<file path="src/common/bit_call_pkg.sv">
// shared encodings, clock-count constants and carrier types for the decoder
`default_nettype none
package bit_call_pkg;

  localparam logic [7:0] REPNE_PREFIX      = 8'hF2;
  localparam logic [6:0] STORE_STRING_OP7  = 7'h55;
  localparam logic [7:0] TWO_BYTE_ESCAPE   = 8'h0F;
  localparam logic [7:0] OP_SCAN_FWD       = 8'hBC;
  localparam logic [7:0] OP_SCAN_REV       = 8'hBD;
  localparam logic [7:0] OP_BIT_IMM_GROUP  = 8'hBA;
  localparam logic [7:0] OP_TEST_REG       = 8'hA3;
  localparam logic [7:0] OP_COMPL_REG      = 8'hBB;
  localparam logic [7:0] OP_CLEAR_REG      = 8'hB3;
  localparam logic [7:0] OP_SET_REG        = 8'hAB;
  localparam logic [7:0] OP_CALL_NEAR      = 8'hE8;
  localparam logic [7:0] OP_CALL_FAR       = 8'h9A;
  localparam logic [7:0] OP_GROUP_FF       = 8'hFF;

  localparam logic [2:0] SUB_TEST          = 3'h4;
  localparam logic [2:0] SUB_SET           = 3'h5;
  localparam logic [2:0] SUB_CLEAR         = 3'h6;
  localparam logic [2:0] SUB_COMPL         = 3'h7;
  localparam logic [2:0] SUB_CALL_IND      = 3'h2;

  localparam int unsigned MODRM_REG_POS    = 3;
  localparam int unsigned MODRM_MOD_POS    = 6;
  localparam logic [1:0]  MOD_REGISTER     = 2'h3;

  localparam logic [15:0] CLK_STORE_BASE   = 16'h0005;
  localparam logic [15:0] CLK_STORE_ITER   = 16'h0005;
  localparam logic [15:0] CLK_SCANF_BASE   = 16'h000B;
  localparam logic [15:0] CLK_SCANR_BASE   = 16'h0009;
  localparam logic [15:0] CLK_SCAN_ITER    = 16'h0003;
  localparam logic [15:0] CLK_TEST_REG     = 16'h0003;
  localparam logic [15:0] CLK_TESTI_MEM    = 16'h0006;
  localparam logic [15:0] CLK_TESTR_MEM    = 16'h000C;
  localparam logic [15:0] CLK_MODI_REG     = 16'h0006;
  localparam logic [15:0] CLK_MODI_MEM     = 16'h0008;
  localparam logic [15:0] CLK_MODR_REG     = 16'h0006;
  localparam logic [15:0] CLK_MODR_MEM     = 16'h000D;
  localparam logic [15:0] CLK_CALL_NEAR    = 16'h0007;
  localparam logic [15:0] CLK_CALL_IND_MEM = 16'h000A;
  localparam logic [15:0] CLK_FAR_REAL     = 16'h0011;
  localparam logic [15:0] CLK_FAR_PROT     = 16'h0022;

  typedef enum logic [3:0] {
    OP_NONE,
    OP_REP_STORE,
    OP_SCAN_FORWARD,
    OP_SCAN_REVERSE,
    OP_TEST_BIT,
    OP_TEST_COMPL,
    OP_TEST_CLEAR,
    OP_TEST_SET,
    OP_NEAR_CALL,
    OP_FAR_CALL,
    OP_IND_CALL
  } op_kind_t;

  typedef struct packed {
    logic [7:0] byte0;
    logic [7:0] byte1;
    logic [7:0] byte2;
  } insn_bytes_t;

  typedef struct packed {
    op_kind_t    kind;
    logic        imm_index;
    logic        mem_operand;
    logic        wide_operand;
    logic [15:0] base_clocks;
    logic [15:0] iter_clocks;
  } decode_t;

endpackage
`default_nettype wire

</file>
<file path="src/design/bit_op_and_call_decoder.sv">
// decode, clock-count and busy timing for string store, bit ops and calls
`timescale 1ns/1ps
`default_nettype none
module bit_op_and_call_decoder (
  input  wire logic                      clk_sys_in,
  input  wire logic                      arst_n_in,
  input  wire logic                      insn_valid_in,
  input  wire bit_call_pkg::insn_bytes_t insn_in,
  input  wire logic                      protected_mode_in,
  input  wire logic                      addr_size_32_in,
  input  wire logic [31:0]               loop_count_in,
  input  wire logic [5:0]                scan_positions_in,
  input  wire logic [7:0]                component_clocks_in,
  output logic                           insn_ready_out,
  output var bit_call_pkg::op_kind_t     op_kind_out,
  output logic                           imm_index_out,
  output logic                           mem_operand_out,
  output logic                           wide_operand_out,
  output logic [31:0]                    total_clocks_out,
  output logic                           busy_out,
  output logic                           done_out,
  output logic                           unknown_out
);

  typedef enum logic [1:0] {
    ST_IDLE,
    ST_EXEC,
    ST_DONE
  } exec_state_t;

  bit_call_pkg::decode_t dec;
  exec_state_t           state_q;
  logic [31:0]           remain_q;
  logic [31:0]           total_d;
  logic [31:0]           iter_n;
  logic [31:0]           base_part;
  logic [31:0]           iter_part;
  logic [31:0]           call_part;
  logic                  accept;
  logic                  start;

  insn_class_decode u_decode (
    .insn_in           (insn_in),
    .protected_mode_in (protected_mode_in),
    .dec_out           (dec)
  );

  // the product is cut to the count width: counts near the top wrap like a 32-bit counter
  function automatic logic [31:0] mul_iter(input logic [31:0] n, input logic [15:0] per);
    logic [47:0] prod;
    prod     = {16'h0000, n} * {32'h00000000, per};
    mul_iter = prod[31:0];
  endfunction

  function automatic logic is_call(input bit_call_pkg::op_kind_t kind);
    is_call = (kind == bit_call_pkg::OP_NEAR_CALL) ||
              (kind == bit_call_pkg::OP_FAR_CALL) ||
              (kind == bit_call_pkg::OP_IND_CALL);
  endfunction

  function automatic logic [31:0] count_down(input logic [31:0] value);
    count_down = value - 32'h00000001;
  endfunction

  // count register width follows address size for the repeat prefix
  always_comb
  begin
    iter_n = 32'h00000000;
    case (dec.kind)
      bit_call_pkg::OP_REP_STORE:
      begin
        iter_n = addr_size_32_in ? loop_count_in : {16'h0000, loop_count_in[15:0]};
      end
      bit_call_pkg::OP_SCAN_FORWARD,
      bit_call_pkg::OP_SCAN_REVERSE:
      begin
        iter_n = {26'h0, scan_positions_in};
      end
      default:
      begin
        iter_n = 32'h00000000;
      end
    endcase
  end

  // calls add the target's component clocks; other kinds have no such term
  always_comb
  begin
    base_part = {16'h0000, dec.base_clocks};
    iter_part = mul_iter(iter_n, dec.iter_clocks);
    call_part = 32'h00000000;
    if (is_call(dec.kind))
    begin
      call_part = {24'h000000, component_clocks_in};
    end
    total_d = base_part + iter_part + call_part;
  end

  assign insn_ready_out = (state_q == ST_IDLE);
  assign accept         = insn_valid_in && insn_ready_out;
  // an undecodable instruction is taken but starts no count, so ready stays high
  assign start          = accept && (dec.kind != bit_call_pkg::OP_NONE);

  // the accepting cycle is the first of the count, so a total of one goes straight to done
  always_ff @(posedge clk_sys_in or negedge arst_n_in)
  begin
    if (!arst_n_in)
    begin
      state_q <= ST_IDLE;
    end
    else
    begin
      case (state_q)
        ST_IDLE:
        begin
          if (start)
          begin
            state_q <= (total_d > 32'h00000001) ? ST_EXEC : ST_DONE;
          end
        end
        ST_EXEC:
        begin
          if (remain_q == 32'h00000001)
          begin
            state_q <= ST_DONE;
          end
        end
        ST_DONE:
        begin
          state_q <= ST_IDLE;
        end
        default:
        begin
          state_q <= ST_IDLE;
        end
      endcase
    end
  end

  // cycles still owed counting the current one; only meaningful while executing
  always_ff @(posedge clk_sys_in or negedge arst_n_in)
  begin
    if (!arst_n_in)
    begin
      remain_q <= 32'h00000000;
    end
    else if (start)
    begin
      remain_q <= count_down(total_d);
    end
    else if (state_q == ST_EXEC)
    begin
      remain_q <= count_down(remain_q);
    end
  end

  // decoded attributes hold until the next accepted instruction
  always_ff @(posedge clk_sys_in or negedge arst_n_in)
  begin
    if (!arst_n_in)
    begin
      op_kind_out      <= bit_call_pkg::OP_NONE;
      imm_index_out    <= 1'b0;
      mem_operand_out  <= 1'b0;
      wide_operand_out <= 1'b0;
    end
    else if (accept)
    begin
      op_kind_out      <= dec.kind;
      imm_index_out    <= dec.imm_index;
      mem_operand_out  <= dec.mem_operand;
      wide_operand_out <= dec.wide_operand;
    end
  end

  // unknown opcodes are taken too and leave a total of zero behind
  always_ff @(posedge clk_sys_in or negedge arst_n_in)
  begin
    if (!arst_n_in)
    begin
      total_clocks_out <= 32'h00000000;
    end
    else if (accept)
    begin
      total_clocks_out <= total_d;
    end
  end

  // a one-cycle flag, so a refused or idle cycle clears it
  always_ff @(posedge clk_sys_in or negedge arst_n_in)
  begin
    if (!arst_n_in)
    begin
      unknown_out <= 1'b0;
    end
    else
    begin
      unknown_out <= accept && (dec.kind == bit_call_pkg::OP_NONE);
    end
  end

  // decoded straight from the state so neither lags the count by a cycle
  assign busy_out = (state_q == ST_EXEC);
  assign done_out = (state_q == ST_DONE);

endmodule
`default_nettype wire

</file>
<file path="src/design/insn_class_decode.sv">
// combinational opcode classifier and base clock-count lookup
`timescale 1ns/1ps
`default_nettype none
module insn_class_decode (
  input  wire bit_call_pkg::insn_bytes_t insn_in,
  input  wire logic                      protected_mode_in,
  output var bit_call_pkg::decode_t      dec_out
);

  function automatic logic [2:0] modrm_sub(input logic [7:0] modrm);
    modrm_sub = modrm[bit_call_pkg::MODRM_REG_POS +: 3];
  endfunction

  function automatic logic modrm_is_mem(input logic [7:0] modrm);
    modrm_is_mem = modrm[bit_call_pkg::MODRM_MOD_POS +: 2] != bit_call_pkg::MOD_REGISTER;
  endfunction

  function automatic logic [15:0] pick(input logic mem, input logic [15:0] r,
                                       input logic [15:0] m);
    pick = mem ? m : r;
  endfunction

  always_comb
  begin
    dec_out = '0;
    dec_out.kind = bit_call_pkg::OP_NONE;
    if (insn_in.byte0 == bit_call_pkg::REPNE_PREFIX &&
        insn_in.byte1[7:1] == bit_call_pkg::STORE_STRING_OP7)
    begin
      dec_out.kind         = bit_call_pkg::OP_REP_STORE;
      dec_out.wide_operand = insn_in.byte1[0];
      dec_out.base_clocks  = bit_call_pkg::CLK_STORE_BASE;
      dec_out.iter_clocks  = bit_call_pkg::CLK_STORE_ITER;
    end
    else if (insn_in.byte0 == bit_call_pkg::TWO_BYTE_ESCAPE)
    begin
      dec_out.mem_operand  = modrm_is_mem(insn_in.byte2);
      dec_out.wide_operand = 1'b1;
      case (insn_in.byte1)
        bit_call_pkg::OP_SCAN_FWD:
        begin
          dec_out.kind        = bit_call_pkg::OP_SCAN_FORWARD;
          dec_out.base_clocks = bit_call_pkg::CLK_SCANF_BASE;
          dec_out.iter_clocks = bit_call_pkg::CLK_SCAN_ITER;
        end
        bit_call_pkg::OP_SCAN_REV:
        begin
          dec_out.kind        = bit_call_pkg::OP_SCAN_REVERSE;
          dec_out.base_clocks = bit_call_pkg::CLK_SCANR_BASE;
          dec_out.iter_clocks = bit_call_pkg::CLK_SCAN_ITER;
        end
        bit_call_pkg::OP_BIT_IMM_GROUP:
        begin
          dec_out.imm_index = 1'b1;
          case (modrm_sub(insn_in.byte2))
            bit_call_pkg::SUB_TEST:
            begin
              dec_out.kind        = bit_call_pkg::OP_TEST_BIT;
              dec_out.base_clocks = pick(dec_out.mem_operand, bit_call_pkg::CLK_TEST_REG,
                                         bit_call_pkg::CLK_TESTI_MEM);
            end
            bit_call_pkg::SUB_COMPL,
            bit_call_pkg::SUB_CLEAR,
            bit_call_pkg::SUB_SET:
            begin
              dec_out.kind = (modrm_sub(insn_in.byte2) == bit_call_pkg::SUB_COMPL) ?
                             bit_call_pkg::OP_TEST_COMPL :
                             (modrm_sub(insn_in.byte2) == bit_call_pkg::SUB_CLEAR) ?
                             bit_call_pkg::OP_TEST_CLEAR : bit_call_pkg::OP_TEST_SET;
              dec_out.base_clocks = pick(dec_out.mem_operand, bit_call_pkg::CLK_MODI_REG,
                                         bit_call_pkg::CLK_MODI_MEM);
            end
            default:
            begin
              dec_out.imm_index = 1'b0;
            end
          endcase
        end
        bit_call_pkg::OP_TEST_REG:
        begin
          dec_out.kind        = bit_call_pkg::OP_TEST_BIT;
          dec_out.base_clocks = pick(dec_out.mem_operand, bit_call_pkg::CLK_TEST_REG,
                                     bit_call_pkg::CLK_TESTR_MEM);
        end
        bit_call_pkg::OP_COMPL_REG,
        bit_call_pkg::OP_CLEAR_REG,
        bit_call_pkg::OP_SET_REG:
        begin
          dec_out.kind = (insn_in.byte1 == bit_call_pkg::OP_COMPL_REG) ?
                         bit_call_pkg::OP_TEST_COMPL :
                         (insn_in.byte1 == bit_call_pkg::OP_CLEAR_REG) ?
                         bit_call_pkg::OP_TEST_CLEAR : bit_call_pkg::OP_TEST_SET;
          dec_out.base_clocks = pick(dec_out.mem_operand, bit_call_pkg::CLK_MODR_REG,
                                     bit_call_pkg::CLK_MODR_MEM);
        end
        default:
        begin
          dec_out.mem_operand = 1'b0;
        end
      endcase
      if (dec_out.kind == bit_call_pkg::OP_NONE)
      begin
        dec_out.wide_operand = 1'b0;
        dec_out.mem_operand  = 1'b0;
      end
    end
    else if (insn_in.byte0 == bit_call_pkg::OP_CALL_NEAR)
    begin
      dec_out.kind         = bit_call_pkg::OP_NEAR_CALL;
      dec_out.wide_operand = 1'b1;
      dec_out.base_clocks  = bit_call_pkg::CLK_CALL_NEAR;
    end
    else if (insn_in.byte0 == bit_call_pkg::OP_CALL_FAR)
    begin
      dec_out.kind         = bit_call_pkg::OP_FAR_CALL;
      dec_out.wide_operand = 1'b1;
      dec_out.base_clocks  = protected_mode_in ? bit_call_pkg::CLK_FAR_PROT :
                                                 bit_call_pkg::CLK_FAR_REAL;
    end
    else if (insn_in.byte0 == bit_call_pkg::OP_GROUP_FF &&
             modrm_sub(insn_in.byte1) == bit_call_pkg::SUB_CALL_IND)
    begin
      dec_out.kind         = bit_call_pkg::OP_IND_CALL;
      dec_out.wide_operand = 1'b1;
      dec_out.mem_operand  = modrm_is_mem(insn_in.byte1);
      dec_out.base_clocks  = pick(dec_out.mem_operand, bit_call_pkg::CLK_CALL_NEAR,
                                  bit_call_pkg::CLK_CALL_IND_MEM);
    end
  end

endmodule
`default_nettype wire

</file>
<file path="config.mk">
export PLATFORM = sky130hd
export DESIGN_NAME = bit_op_and_call_decoder
export DESIGN_NICKNAME = d
export VERILOG_FILES = /design/src/common/bit_call_pkg.sv /design/src/design/bit_op_and_call_decoder.sv /design/src/design/insn_class_decode.sv
export SDC_FILE = /design/constraint.sdc
export NUM_CORES = 1
export LEC_CHECK = 0
export ABC_AREA = 1
export BUFFER_PORTS_ARGS = -buffer_cell sky130_fd_sc_hd__buf_2
export CAP_MARGIN = 30
export CORE_MARGIN = 5
export CORE_UTILIZATION = 60
export DETAILED_ROUTE_END_ITERATION = 10
export GPL_TIMING_DRIVEN = 0
export PLACE_DENSITY = 0.91
export RECOVER_POWER = 25
export SYNTH_ARGS = -nofsm -noshare
export SYNTH_HDL_FRONTEND = slang
export SYNTH_SLANG_ARGS = --single-unit
</file>
<file path="constraint.sdc">
create_clock -name clk_sys_in -period 5.9 [get_ports clk_sys_in]
set_clock_uncertainty 0.05 [all_clocks]
set_input_delay 0.885 -clock clk_sys_in [delete_from_list [all_inputs] [get_ports clk_sys_in]]
set_output_delay 0.885 -clock clk_sys_in [all_outputs]
set_load 0.01 [all_outputs]
</file>
==> run metrics <==
Post-Layout Cell Count=~2300; largest incremental delay on the critical path=around 0.48 ns; Mapped Avg Cell Area=6.25 sq um; area share of the largest cell type after synthesis=0.168; final worst slack=-0.947 ns; drt total wl=42.8 mm; clk sinks=74; Layout area overhead=34.2%; Post-Syn Instances=1759; fin util=0.819; Commonest cells post-synth=nand2_1, inv_1, nor2_1; synth unique cells=43; Required @ worst endpoint=approximately 6.1 ns; Leak Pwr=8.49 nW; Fillers=1143; Worst path slowest cell=fa_1; num rows=between 40 and 50; vias in the first global route=12400; Port Buffer Count=114; crit path kind=primary input to register; Setup WS pre-CTS=-1.20 ns; Congestion Overflow GR=0; antenna cells=0; ys flop type=dfrtp_1; DP Cell Count=around 2100; Ports=118; routed via count=13500; post-synthesis cell area=11000 sq um; post-DR vias/cell=5.97; TritonCTS Buffers=9; post-route ant nets=0; synthesized flop and latch total=74; global-route wire length before repair=59.6 mm; Top cell by count, worst path=nand2_1; YS warnings=0; maximum number of pins on one net before global-route repair=between 70 and 80; Root Buffer Master=clkbuf_16; Max Cap Violations=1; RD Place Congestion=0.933; worst-path maximum fanout=9; Async SR Flop Fraction=1.00; share of cells above drive strength 1=0.262; leading post-synthesis cells by cell area=dfrtp_1, ha_1, nand2_1; CP Capture Type=register; Final Hold Fails=0; H-tree depth=3; CTS Buffer Depth=2; Starting Density=0.610; Peak supply drop=0.000170 V; initial antenna violation count=0; failing checks=design-rule violations, max-capacitance violations, max-slew violations, negative setup slack; final setup fails=43; Final Max Slew Viols=73; Post-synth EDFFs=0; gr usage total=0.335; FMAX=about 150 MHz; Worst-Margin Slew=4.00 ns; wire per inst=18.9 um; unrepaired setup endpoints after global routing=true; dpl hpwl=26.1 mm; CP Data Arrival Time=roughly 7.1 ns; crit path time final=6.85 ns; Nets=2293; Die X=145 um; Die Area=21100 sq um; Worst Hold Class=primary input to asynchronous set/reset pin; remaining routing DRC violations=2; startpoint types=primary input; Power Dens Cells=96.4 nW/um^2; most frequent cell after synthesis=nand2_1; DRT iter0 DRCs=about 1700; Clk pin slew, worst setup/hold paths=approximately 0.06 ns; outcome=finished, violations left; core area=18000 sq um; CTS tree=done; Worst slew margin=-1.66; DRT Pass-1 Iters=11; register area share after synthesis=0.168; Synth area leader=dfrtp_1; Die Y-Extent=between 100 and 150 um; Design Power=1.42 mW; Final period util=1.16; Clk Latency, worst-skew pair=roughly 0.34 ns
per-layer routing:
metal / vias to the layer above / GRT usage / part of all wire / wire length (um)
li1: 5912 / - / - / -
met1: 6093 / 0.386 / 0.33 / 13900
met2: 1088 / 0.593 / 0.46 / 19500
met3: 417 / 0.0567 / 0.12 / 5070
met4: 0 / 0.174 / 0.099 / 4230
met5: - / 0 / 0 / 0
registers in the layout, indices dropped and copies added (netlist names):
signal,count
imm_index_out,1
op_kind_out,4
state_q,2
mem_operand_out,1
unknown_out,1
total_clocks_out,32
remain_q,32
wide_operand_out,1
through the flow:
step | setup TNS (ns) | hold slack (ns) | area [sq um]
finish | -21.06 | 0.289 | 14800
global route | -26.59 | 0.292 | 14800
CTS | -4.32 | 0.295 | 13900
detailed placement | -34.97 | 0.418 | 12200
global placement | -26.34 | 0.414 | 12100
floorplan | -1.74 | 0.399 | 11300
final timing paths:
kind | start | to | slack (ns) | cells past startpoint
min in group clk_sys_in | remain_q[31] | remain_q[31] | 0.43 | 2
hold reg to reg | remain_q[31] | remain_q[31] | 0.43 | 2
max in group asynchronous | arst_n_in | total_clocks_out[22] | 1.46 | 2
setup / recovery | insn_in[18] | remain_q[28] | -0.95 | 37
setup reg to reg | remain_q[2] | remain_q[21] | 3.12 | 11
hold / removal | arst_n_in | imm_index_out | 0.29 | 1
kinds of logic (layout without fill, tap and decap cells):
group / Yosys count / count (layout) / synth area share
simple gates: 869 / 869 / 0.333
buf+inv: 452 / 705 / 0.155
fa+ha+maj: 188 / 188 / 0.242
compound gates: 137 / 137 / 0.0692
flops: 74 / 74 / 0.168
xor+xnor: 38 / 38 / 0.0316
other cells: 1 / 24 / 0.000341
critical path, delay by kind of cell:
kind	cells	cell delay, ns
AOI/OAI and AO/OA	1	0.25
xor gates and xnor gates	1	0.21
and+or+nand+nor	18	2.35
buffers and inverters	10	0.92
adders and majority gates	7	2.41
cell type report:
class	count	area (sq um)	share of cell area
plain buffers	24	151	0.0103
clock buffers	11	243	0.0164
clock inverters	5	77.6	0.00526
inverters	427	1660	0.112
multi-input cells	1256	8860	0.601
flip-flops and latches	74	1850	0.125
well taps	229	287	0.0194
repair buffers	238	1630	0.110
power breakdown:
part / leakage (nW) / internal, mW / switching (mW) / total, mW
clock network: 0.156 / 0.381 / 0.230 / 0.611
registers: 0.909 / 0.507 / 0 / 0.507
logic: 7.42 / 0.109 / 0.195 / 0.305
layout by cell type (no fill, tap or decap), drive strengths merged, types with 31 or more instances in the layout:
| cell | Yosys | layout |
|---|---|---|
| ha | 147 | 147 |
| fa | 41 | 41 |
| nand3 | 97 | 97 |
| buf | 8 | 242 |
| nand4 | 31 | 31 |
| clkbuf | 17 | 31 |
| inv | 425 | 424 |
| dfrtp | 74 | 74 |
| nor2 | 219 | 219 |
| o21ai | 79 | 79 |
| nand2 | 476 | 476 |
repair_timing:
item                                    4_1_cts  5_1_grt
gates resized for setup                     193      163
pin swaps                                    85       88
cloned                                        1        1
endpoints found under the setup margin       35       54
hold endpoints to repair                      0        0
hold buffers                                  0        0
setup buffers                                94       38
(Power assumes the default switching activity.)
